### src/logic/srs_pkg.sv
// constants for the serial-in, parallel-out register with storage
`default_nettype none
package srs_pkg;
   localparam int          WIDTH      = 8;
   localparam int          BUF_DEPTH  = 2;
   localparam logic [7:0]  SHIFT_RST  = 8'h00;
   localparam logic [7:0]  STORE_RST  = 8'h00;
   localparam int          FIRST_BIT  = 0;
endpackage : srs_pkg
`default_nettype wire

### src/logic/srs_shift_store.sv
// eight-stage shift register feeding an eight-bit storage register
//
// How it works
// - eight shift stages feed an eight-bit storage register.
// - both registers shift or load only on rising edges of their own clocks.
// - shift clear low empties every shift stage, overriding shifting.
// - shift edge loads serial input into stage one, others take predecessor.
// - without a shift edge the shift stages hold.
// - storage clear low empties storage, independent of shift clear.
// - storage edge copies all eight shift stages at once.
// - without a storage edge the storage register holds.
// - cascade output carries the last shift stage for chaining.
// - with tied clocks storage gets the shift contents before that edge.
//
// device clocks arrive as plain levels sampled on i_clk
// a rising edge is a low sample followed by a high sample
// clears are levels, seen at every i_clk edge while low
// a clock edge that meets its own clear low does nothing
// controller holds each clock level and clear for one i_clk at least
// a clock held high across reset release counts as a rise
// tied clocks: storage takes the shift contents from before the edge
// the cascade output lets a second register chain from the last stage
// reset is synchronous and active low; every output reads zero then
// all outputs come from flip-flops, one edge after the state they show
//
// stream side, added on top of the device behaviour
// each accepted storage edge also offers its word on valid/ready
// path is push stage, two-entry buffer and registered output stage
// a word shows three edges after its storage edge on an idle path
// a stalled receiver backs the path up, then further words are dropped
// parallel outputs update even when the stream drops a word
`timescale 1ns/10ps
`default_nettype none
module srs_shift_store #(
   parameter int WIDTH = srs_pkg::WIDTH
) (
   input  wire logic             i_clk,
   input  wire logic             i_resetn,
   // device pins
   input  wire logic             i_serial_in,
   input  wire logic             i_shift_clock,
   input  wire logic             i_shift_clear_n,
   input  wire logic             i_store_clock,
   input  wire logic             i_store_clear_n,
   // parallel and cascade outputs
   output logic      [WIDTH-1:0] o_parallel_out,
   output logic                  o_cascade_out,
   // word stream
   output logic                  o_word_valid,
   output logic      [WIDTH-1:0] o_word_data,
   input  wire logic             i_word_ready,
   output logic                  o_word_dropped
);
   // device state
   logic             shift_clk_prev_reg;
   logic             store_clk_prev_reg;
   logic [WIDTH-1:0] shift_reg;
   logic [WIDTH-1:0] store_reg;
   logic             shift_rise;
   logic             store_rise;

   // stream path
   logic             store_take;
   logic             push_full;
   logic             push_load;
   logic             push_valid_reg;
   logic [WIDTH-1:0] push_data_reg;
   logic             buf_ready;
   logic             buf_valid;
   logic [WIDTH-1:0] buf_data;
   logic             out_free;

   // rise between the previous and the current sample
   // shared by both device clocks
   function automatic logic rise_of(input logic cur, input logic prev);
      return cur && !prev;
   endfunction : rise_of

   // edge detection on the sampled device clocks
   // a rise needs a low sample first, so a clock held high acts once
   assign shift_rise = rise_of(i_shift_clock, shift_clk_prev_reg);
   assign store_rise = rise_of(i_store_clock, store_clk_prev_reg);

   // previous shift clock sample; low after reset, the idle level
   always_ff @(posedge i_clk) begin
      if (!i_resetn) begin
         shift_clk_prev_reg <= 1'b0;
      end else begin
         shift_clk_prev_reg <= i_shift_clock;
      end
   end

   // previous storage clock sample, same scheme
   always_ff @(posedge i_clk) begin
      if (!i_resetn) begin
         store_clk_prev_reg <= 1'b0;
      end else begin
         store_clk_prev_reg <= i_store_clock;
      end
   end

   // shift register; clear wins over any edge
   // stage one is bit zero, so the cascade output sees the first bit first
   always_ff @(posedge i_clk) begin
      if (!i_resetn) begin
         shift_reg <= WIDTH'(srs_pkg::SHIFT_RST);
      end else if (!i_shift_clear_n) begin
         shift_reg <= '0;
      end else if (shift_rise) begin
         shift_reg <= {shift_reg[WIDTH-2:0], i_serial_in};
      end
      // otherwise hold
   end

   // storage register samples the pre-edge shift contents
   // a shift edge in the same cycle lands after this copy
   // clear low wins over a storage edge, apart from the shift clear
   always_ff @(posedge i_clk) begin
      if (!i_resetn) begin
         store_reg <= WIDTH'(srs_pkg::STORE_RST);
      end else if (!i_store_clear_n) begin
         store_reg <= '0;
      end else if (store_rise) begin
         store_reg <= shift_reg;
      end
      // otherwise hold
   end

   // cascade output registered from the last shift stage
   always_ff @(posedge i_clk) begin
      if (!i_resetn) begin
         o_cascade_out <= 1'b0;
      end else begin
         o_cascade_out <= shift_reg[WIDTH-1];
      end
   end

   // parallel outputs registered from the storage register
   always_ff @(posedge i_clk) begin
      if (!i_resetn) begin
         o_parallel_out <= '0;
      end else begin
         o_parallel_out <= store_reg;
      end
   end

   // stream path takes only the storage edges that the clear lets through
   assign store_take = i_store_clear_n && store_rise;
   assign push_full  = push_valid_reg && !buf_ready;
   assign push_load  = store_take && !push_full;
   // output stage frees when empty or taken, and the buffer pops only then,
   // so a word is never shown at the output and still kept in the queue
   assign out_free   = !o_word_valid || i_word_ready;

   // push stage valid; a storage edge loads it, the buffer empties it
   always_ff @(posedge i_clk) begin
      if (!i_resetn) begin
         push_valid_reg <= 1'b0;
      end else if (push_load) begin
         push_valid_reg <= 1'b1;
      end else if (buf_ready) begin
         push_valid_reg <= 1'b0;
      end
   end

   // push stage word, the same shift contents the storage copy takes
   always_ff @(posedge i_clk) begin
      if (!i_resetn) begin
         push_data_reg <= '0;
      end else if (push_load) begin
         push_data_reg <= shift_reg;
      end
   end

   // one-cycle pulse when a storage edge finds the stream path full;
   // storage still updates, only the stream loses the word
   always_ff @(posedge i_clk) begin
      if (!i_resetn) begin
         o_word_dropped <= 1'b0;
      end else begin
         o_word_dropped <= store_take && push_full;
      end
   end

   // two entries absorb the output stage stall without losing a word
   srs_edge_buf #(
      .WIDTH    (WIDTH)
   ) u_buf (
      .i_clk    (i_clk),
      .i_resetn (i_resetn),
      .i_valid  (push_valid_reg),
      .i_data   (push_data_reg),
      .o_ready  (buf_ready),
      .o_valid  (buf_valid),
      .o_data   (buf_data),
      .i_ready  (out_free)
   );

   // output stage valid; loads whenever it is empty or being taken
   // valid and word stay put while the receiver stalls
   always_ff @(posedge i_clk) begin
      if (!i_resetn) begin
         o_word_valid <= 1'b0;
      end else if (out_free) begin
         o_word_valid <= buf_valid;
      end
   end

   // output word keeps the last word passed
   // a popped slot is never shown, since its contents may be stale
   always_ff @(posedge i_clk) begin
      if (!i_resetn) begin
         o_word_data <= '0;
      end else if (out_free && buf_valid) begin
         o_word_data <= buf_data;
      end
   end
endmodule : srs_shift_store
`default_nettype wire

### src/logic/srs_edge_buf.sv
// two-entry valid/ready buffer carrying stored words to the receiver
`timescale 1ns/10ps
`default_nettype none
module srs_edge_buf #(
   parameter int WIDTH = 8
) (
   input  wire logic             i_clk,
   input  wire logic             i_resetn,
   input  wire logic             i_valid,
   input  wire logic [WIDTH-1:0] i_data,
   output logic                  o_ready,
   output logic                  o_valid,
   output logic      [WIDTH-1:0] o_data,
   input  wire logic             i_ready
);
   logic [WIDTH-1:0] mem_reg [2];
   logic             wr_ptr_reg;
   logic             rd_ptr_reg;
   logic [1:0]       count_reg;
   logic             push;
   logic             pop;

   assign o_ready = (count_reg != 2'h2);
   assign o_valid = (count_reg != 2'h0);
   assign o_data  = mem_reg[rd_ptr_reg];
   assign push    = i_valid && o_ready;
   assign pop     = o_valid && i_ready;

   always_ff @(posedge i_clk) begin
      if (push) begin
         mem_reg[wr_ptr_reg] <= i_data;
      end
   end

   always_ff @(posedge i_clk) begin
      if (!i_resetn) begin
         wr_ptr_reg <= 1'b0;
         rd_ptr_reg <= 1'b0;
         count_reg  <= 2'h0;
      end else begin
         if (push) begin
            wr_ptr_reg <= ~wr_ptr_reg;
         end
         if (pop) begin
            rd_ptr_reg <= ~rd_ptr_reg;
         end
         count_reg <= count_reg + {1'b0, push} - {1'b0, pop};
      end
   end
endmodule : srs_edge_buf
`default_nettype wire

### config.mk
export PLATFORM = sky130hd
export DESIGN_NAME = srs_shift_store
export DESIGN_NICKNAME = d
export VERILOG_FILES = /design/src/logic/srs_pkg.sv /design/src/logic/srs_shift_store.sv /design/src/logic/srs_edge_buf.sv
export SDC_FILE = /design/constraint.sdc
export NUM_CORES = 1
export LEC_CHECK = 0
export BUFFER_PORTS_ARGS = -buffer_cell sky130_fd_sc_hd__buf_4
export CAP_MARGIN = 40
export CORE_MARGIN = 1
export CORE_UTILIZATION = 38
export DETAILED_ROUTE_END_ITERATION = 7
export SLEW_MARGIN = 20
export SYNTH_ARGS = -nofsm -noshare
export SYNTH_HDL_FRONTEND = slang
export SYNTH_SLANG_ARGS = --single-unit
### constraint.sdc
create_clock -name i_clk -period 2.99 [get_ports i_clk]
set_input_delay 0.299 -clock i_clk [delete_from_list [all_inputs] [get_ports i_clk]]
set_output_delay 0.299 -clock i_clk [all_outputs]
set_load 0.05 [all_outputs]
==> impl.org, run 1 <==
** STA
- At the pin with the least slew margin, the transition time is 478.8 ps.
- Headroom to the max-slew limit :: 68.04%
- Setup total negative slack on the finished layout was measured at 0 ps.
- Setup violations remaining at the end of the flow were counted as 0.
- Top achievable clock speed :: 0.5444 GHz
- On the final layout, the worst clock skew is 8.561 ps.
- The final hold violation count came to 0.
- Tmin final :: 1837 ps
- Worst hold slack across all endpoints :: 183.8 ps
- Setup repair after global routing left no endpoint under its margin.
- Part of the cycle the worst path needs :: 61.44%
- Final Max Tran Viols :: 0

** Detailed routing
- Post-route antenna net violation count :: 0
- Iter 0 DRT Violations :: 23
- The routed layout has 1490 vias.
- Detail-routed via count per cell :: 4.671
- Number of iterations in the first detailed-routing pass :: 4
- In the routed design, unresolved DRC markers number 0.
- After detailed routing, the total wire length is 3764 um.
- Dividing the detail-routed wire length by the instance count gives 11.80 um.

** Clocking
- Clock latency on the worst-skew pair :: 330 ps
- Post-cts hold buffer count :: 0
- Count of instances resized after the clock tree is built :: 0
- Clock transition at the register clock pins on the worst setup and hold paths after CTS :: 70 ps
- TritonCTS built the clock tree.
- Deepest level of the CTS H-tree :: 3
- Root Buffer Master :: sky130_fd_sc_hd__clkbuf_8
- Clk buf depth :: 2
- Number of buffers inserted to repair setup after CTS :: 0
- Counting the buffers created by CTS gives 9.
- Clock tree synthesis found a total of 66 sinks.

** Final layout
- Area Overhead vs Synth :: 20.17%
- Leading cell type in the layout, fill and taps excluded :: sky130_fd_sc_hd__dfxtp_1
- Number of flip-flops under the largest register name :: 16
- The net count of the finished layout is 249.
- Commonest cells after routing, fill and taps aside :: 50 x sky130_fd_sc_hd__dfxtp_1, 34 x sky130_fd_sc_hd__nand2_1, 27 x sky130_fd_sc_hd__buf_4
- Share of final-layout standard cells stronger than drive strength 1 :: 19.26%
- The repair_antennas step left the layout with diodes totalling 0.

** Synth
- Cell types occupying the most area after synthesis :: sky130_fd_sc_hd__dfxtp_1 42%, sky130_fd_sc_hd__edfxtp_1 20%, sky130_fd_sc_hd__mux2i_1 9.7%, sky130_fd_sc_hd__nand2_1 5.4%, sky130_fd_sc_hd__a21oi_1 4.2%
- Of the post-synthesis cell area, the part taken by muxes is 9.715%.
- Warnings from Yosys :: 0
- After synthesis, the largest family of logic cells by area is simple AND/OR/NAND/NOR gates.
- After Yosys synthesis, full adders, half adders and majority gates account for 1.056% of the synthesized area.
- Xor/xnor cell area share of the yosys netlist :: 0.3696%
- Post-synthesis simple-gate area fraction :: 15.63%
- The share of synthesized area in the top cell type comes to 42.24%.
- Share of the yosys chip area belonging to registers :: 62.51%
- Cell area after synthesis :: 2370 um2
- Synth unique cells :: 29
- Of all cell types, the one taking the most synthesized area is sky130_fd_sc_hd__dfxtp_1.
- Dividing the synthesized area by the synthesized cell count gives 11.18 um2.
- The number of nets handed over by synthesis was 222.
- Gate Count Post-Synth :: 212
- After synthesis the netlist holds a flip-flop and latch count of 66.
- Complex-gate fraction of the synthesized area :: 7.603%

** GRT
- The number of antenna violations at the first check in global routing was 0.
- Largest net degree at the start of global routing :: 31
- Remaining global-route overflow :: 0
- Global routing used 13.34% of the available tracks.
- The first global-routing pass estimated 6458 um of wire.
- Via count of the first global-routing pass :: 1401

** Worst setup path
- Critical path required time :: 3200 ps
- Launch point of the critical path :: u_buf.count_reg[1]$_SDFF_PN0_
- Worst Setup Path Type :: reg2reg
- Element type at the critical path start :: flip-flop
- The startpoint identified for the worst register-to-register timing path is u_buf.count_reg[1]$_SDFF_PN0_.
- Critical path fanouts, max :: 9
- CP endpoint kind :: flip-flop
- CP Data Arrival Time :: 2040 ps

** Floorplan
- Core Rows :: 28
- Starting density of the core :: 39.79%
- I/O pins :: 27
- In this run the horizontal extent of the chip is 80.97 um.
- Die Footprint :: 6556 um2
- Height of the chip :: 80.97 um
- Area inside the core boundary :: 5956 um2

** Pwr
- Static Leakage :: 1.126 nW
- VDD IR-drop max :: 0.5238 mV
- Pwr/cell area :: 901.5 nW/um2

** Placement
- Port buffering added 26 buffers.
- Detailed placement ended at an HPWL of 2613 um.
- Last weighted congestion value of the routability-driven placer :: 0.6884

** Worst hold path
- The min-delay analysis places its worst path in the category in2reg.
- Startpoint of the worst hold path :: i_shift_clock

** Run status
- Outcome :: finished clean

** Job
- Maxcap violations :: 0
[final timing paths]
kind              depth (start not counted)  slack [ps]                       endpoint
setup reg to reg                          8        1150  u_buf.count_reg[1]$_SDFF_PN0_
hold reg to reg                           0         450  u_buf.mem_reg[1][6]$_DFFE_PP_
setup / recovery                          8        1150  u_buf.count_reg[1]$_SDFF_PN0_
hold / removal                            2         180  shift_clk_prev_reg$_SDFF_PN0_
[per-stage QoR]
step | cell area [um2] | utilization (%) | std cells | power, mW | setup WS, ps
finish | 2848 | 47.82 | 319 | 2.567 | 1153
CTS | 2848 | 47.82 | 319 | 2.600 | 1133
floorplan | 2370 | - | 212 | 1.571 | 1051
detailed placement | 2608 | 43.78 | 303 | 1.712 | 1154
global route | 2848 | 47.82 | 319 | 2.701 | 967.6
global placement | 2608 | 43.78 | 303 | 1.701 | 1207
[worst max-delay path: stages (launching register included)]
cell	delay (ps)
sky130_fd_sc_hd__dfxtp_1	440
sky130_fd_sc_hd__nor2_1	130
sky130_fd_sc_hd__nor2_2	290
sky130_fd_sc_hd__ha_1	290
sky130_fd_sc_hd__inv_1	60
sky130_fd_sc_hd__ha_1	150
sky130_fd_sc_hd__xor2_1	180
sky130_fd_sc_hd__and2_1	140
sky130_fd_sc_hd__nor3_1	40
[Yosys cell counts]
library cell and instances:
sky130_fd_sc_hd__dfxtp_1 50, sky130_fd_sc_hd__nand2_1 34, sky130_fd_sc_hd__mux2i_1 23, sky130_fd_sc_hd__a21oi_1 20
sky130_fd_sc_hd__edfxtp_1 16, sky130_fd_sc_hd__and2_1 14, sky130_fd_sc_hd__nor2_1 10, sky130_fd_sc_hd__a211oi_1 8
sky130_fd_sc_hd__buf_2 5, sky130_fd_sc_hd__clkbuf_1 4, sky130_fd_sc_hd__inv_1 4, sky130_fd_sc_hd__nand2b_1 4
sky130_fd_sc_hd__ha_1 2, sky130_fd_sc_hd__nor2b_1 2, sky130_fd_sc_hd__nor3_1 2, sky130_fd_sc_hd__a21bo_2 1
sky130_fd_sc_hd__and3_1 1, sky130_fd_sc_hd__and3_4 1, sky130_fd_sc_hd__buf_4 1, sky130_fd_sc_hd__buf_6 1
sky130_fd_sc_hd__nand3b_1 1, sky130_fd_sc_hd__nand3b_4 1, sky130_fd_sc_hd__nand4_1 1, sky130_fd_sc_hd__nor2_2 1
sky130_fd_sc_hd__o21ai_0 1, sky130_fd_sc_hd__o21ai_1 1, sky130_fd_sc_hd__or2_1 1, sky130_fd_sc_hd__or3_1 1
sky130_fd_sc_hd__xor2_1 1
[power breakdown]
| part | total [mW] | switching, mW | internal (mW) |
|---|---|---|---|
| registers | 1.07 | 0.0734 | 0.996 |
| clock network | 0.884 | 0.331 | 0.553 |
| logic | 0.613 | 0.388 | 0.226 |
[kinds of logic after synthesis]
| group | Yosys count |
|---|---|
| AOI/OAI and AO/OA | 31 |
| xor gates and xnor gates | 1 |
| adders and majority gates | 2 |
| buffers and inverters | 15 |
| DFF | 66 |
| muxes | 23 |
| and+or+nand+nor | 74 |
[area by class of cell]
| cell class | instances | area [um2] |
|---|---|---|
| clock inverter | 7 | 116.4 |
| fill | 565 | 3108 |
| timing repair buffer | 27 | 202.7 |
| clock buffer | 9 | 123.9 |
| inverter | 4 | 15.01 |
| sequential | 66 | 1481 |
| multi-input combinational | 131 | 814.5 |
| tap | 75 | 93.84 |
[metal layers]
metal | routed length (um) | track usage, %
met1 | 1809 | 14.98
met2 | 1707 | 21.93
met3 | 209 | 7.079
met4 | 37 | 3.750
met5 | 0 | 0
Power figures use the tool's default switching activity.
==> run 2, diff against run 1 <==
- clock period: 2.99 -> 1.5 ns (I/O delays scaled with it)
==> impl.org, run 2 (synthesis gave the netlist of run 1 again) <==
** Clocking
- Post-cts hold buffer count :: 0 (unchanged)
- TritonCTS clock tree :: done
- Clock latency on the worst-skew pair :: 330 ps (about the same)
- The post-CTS clock slew at the launch and capture registers of the worst setup and hold paths is 60 ps (about the same).
- Clk buf depth :: 2 (unchanged)
- The number of sinks on the clock net came to 66 (unchanged).
- Root Buffer Master :: sky130_fd_sc_hd__clkbuf_8
- Number of buffers created by CTS :: 9 (unchanged)
- Deepest level of the CTS H-tree :: 3 (unchanged)

** Pwr
- The part of the total power dissipated in sequential elements came to 41.7% (about the same).
- Part of the total power dissipated in combinational logic :: 31.9% (+8.0 points)
- The largest voltage drop on the vdd net was 1.124 mV (+110%).
- Overall Power :: 5.122 mW (+100%)
- The power density relative to cell area came to 1755 nW/um2 (+95%).
- The fraction of power consumed by the clock network is 26.5% (-7.9 points).
- The leakage power of the design was 1.147 nW (+1.9%).
- Switching power as a share of total power :: 32.27% (+1.4 points)
- The internal power of the cells came to 3.469 mW (+95%).
- The power spent charging and discharging nets was 1.653 mW (+110%).

** Detailed routing
- The via count of the routed design is 1545 (+3.7%).
- Post-route antenna net violation count :: 0 (unchanged)
- Detail-routed via count per cell :: 4.710 (+0.85%)
- Routed wire length :: 4114 um (+9.3%)
- The post-detailed-route wirelength per cell was 12.54 um (+6.3%).
- The residual DRC count was 0 (unchanged).
- The total iterations of the first detailed-routing run came to 4 (unchanged).
- The number of design-rule violations left by the first detailed-router iteration came to 58 (+150%).

** Final layout
- The final non-filler cell total is 328 (+2.8%).
- Flip-flop and latch area :: 1486 um2 (+0.34%)
- Share of final-layout standard cells stronger than drive strength 1 :: 23.72% (+4.5 points)
- The number of fill cells in the layout came to 564 (-0.18%).
- Layout Cell Area excl Fill :: 2918 um2 (+2.5%)
- The share of the core filled with cells in the final layout is 48.99% (+1.2 points).
- From synthesis to final layout, the design area changed by 23.13%.
- Area of combinational cells with multiple inputs :: 874.6 um2 (+7.4%)
- Leading cell type in the layout, fill and taps excluded :: sky130_fd_sc_hd__dfxtp_1
- The number of flip-flops in the largest register came to 16 (unchanged).
- Commonest cells after routing, fill and taps aside :: 48 x sky130_fd_sc_hd__dfxtp_1, 36 x sky130_fd_sc_hd__buf_4, 34 x sky130_fd_sc_hd__nand2_1
- Antenna diode instance count :: 0 (unchanged)
- Number of nets in the layout :: 258 (+3.6%)

** Floorplan
- Area inside the core boundary :: 5956 um2 (unchanged)
- The starting density of the core is 39.79% (unchanged).
- The horizontal die dimension was 80.97 um (unchanged).
- The area of the die is 6556 um2 (unchanged).
- The top-level port count came to 27 (unchanged).
- The die span in y was 80.97 um (unchanged).
- Core Rows :: 28 (unchanged)

** Worst setup path
- Cell with the most instances on the worst path :: sky130_fd_sc_hd__ha_4
- Logic depth of the worst setup path including buffers :: 8 (unchanged)
- The largest individual stage delay along the critical path comes from the cell sky130_fd_sc_hd__dfxtp_4.
- The data required time of the worst path is 1760 ps (-1440 ps).
- WP buf/inv :: 1 (unchanged)
- STA classifies the critical path endpoint as a flip-flop.
- The kind of cell with the highest combined delay along the critical path is simple AND/OR/NAND/NOR gates.
- Element type at the critical path start :: flip-flop
- Logic depth of the worst register-to-register path :: 8 (unchanged)
- Worst Setup Path Type :: reg2reg
- The maximum single-stage delay on the critical path was 340 ps (-100 ps).
- Chain of cells forming the critical path :: nor2b_4 -> nor2_4 -> ha_4 -> inv_2 -> ha_4 -> xor2_2 -> and2_1 -> nor3_1
- The top fanout value on the critical path is 2 (-7).
- The data arrival at the endpoint of the critical path is 1720 ps (-320 ps).

** GRT
- The global router's overall resource usage is 13.96% (+0.62 points).
- Remaining global-route overflow :: 0 (unchanged)
- The pin count of the biggest net entering global routing is 31 (unchanged).
- The via count of the first global-routing pass came to 1459 (+4.1%).
- Wire length of the first global-routing pass :: 6624 um (+2.6%)
- Initial antenna violation count :: 0 (unchanged)

** Placement
- The quantity of I/O buffers inserted on ports was 26 (unchanged).
- The worst slack at placement was -14.98 ps (-1169 ps).
- Detailed placer's ending HPWL :: 2718 um (+4.0%)
- Total instance count after detailed placement :: 307 (+1.3%)
- The placed instance area was 2656 um2 (+1.9%).
- Last weighted congestion value of the routability-driven placer :: 0.6854 (-0.44%)

** STA
- Setup repair after global routing missed its margin :: yes
- Slack of the critical path :: 31.94 ps (-1121 ps)
- Top achievable clock speed :: 0.6812 GHz (+25%)
- Final Max Tran Viols :: 0 (unchanged)
- The actual transition at the worst max-transition pin came to 504.2 ps (+25.47 ps).
- The final hold violation count was 0 (unchanged).
- The clock period minus final worst setup slack was 1468 ps (-368.9 ps).
- The period utilization came to 97.87% (+36 points).
- The relative slew slack was 66.34% (-1.7 points).
- The worst clock skew is 7.156 ps (-1.404 ps).
- The total of endpoints with negative setup slack in the final report is 0 (unchanged).

** Run status
- The flow ran to the end, and the final reports show no timing, DRC or antenna violations.

** Job
- Maxcap violations :: 0 (unchanged)

** Worst hold path
- The hold path depth came to 2 (unchanged).
- In this run the worst hold path is classified as in2reg.
[run 2: cell types whose count changed in the layout (fill, tap and decap cells not counted), sizes merged]
cell,delta
bufinv,-2
clkbuf,+3
clkinvlp,-1
buf,+9
clkinv,+1
inv,-1
[run 2: repair_timing]
item                                    in CTS  in global routing
pin swaps                                    5                  5
buffers inserted                             3                  2
endpoints found under the setup margin       1                  1
gates resized for setup                      5                  3
[run 2: area by class of cell]
type / instances / area share (%)
clock buffer: 12 / 4.631
clock inverter: 4 / 1.458
inverter: 4 / 0.5146
multi-input combinational: 131 / 29.97
sequential: 66 / 50.94
tap: 75 / 3.216
timing repair buffer: 36 / 9.262
[run 2: power groups by stage]
stage | clock [mW] | sequential, mW | combinational (mW)
floorplan | 0 | 2.49 | 0.684
global placement | 0 | 2.16 | 1.38
detailed placement | 0 | 2.17 | 1.38
CTS | 1.41 | 2.12 | 1.52
global route | 1.49 | 2.16 | 1.78
finish | 1.35 | 2.13 | 1.63
[run 2: layer usage]
metal / global-route usage, % / wire length [um] / up-vias
met3: 5.393 / 173 / 8
met4: 7.500 / 81 / 0
met2: 22.77 / 1956 / 30
met1: 15.67 / 1902 / 711
met5: 0 / 0 / -
li1: - / - / 796
[run 2: final timing paths]
path                                       from                             to  slack, ps
setup / recovery      o_word_valid$_SDFFE_PN0P_  u_buf.count_reg[1]$_SDFF_PN0_         30
hold / removal                    i_shift_clock  shift_clk_prev_reg$_SDFF_PN0_         30
setup reg to reg      o_word_valid$_SDFFE_PN0P_  u_buf.count_reg[1]$_SDFF_PN0_         30
hold reg to reg   push_data_reg[2]$_SDFFE_PN0P_  u_buf.mem_reg[1][2]$_DFFE_PP_        450
[run 2: worst register-to-register path, delay by kind of cell, from the launching register on]
kind | cells | cell delay (ps)
and+or+nand+nor | 4 | 470
xor gates and xnor gates | 1 | 140
adders and majority gates | 2 | 400
DFF | 1 | 340
buffers and inverters | 1 | 40
[run 2: metrics by stage]
stage / setup TNS, ps / hold WS, ps
floorplan: -123.2 / 271.7
global placement: 0 / 371.4
global route: -29.68 / 28.27
detailed placement: -14.98 / 377.3
finish: 0 / 33.62
CTS: -12.59 / 17.74
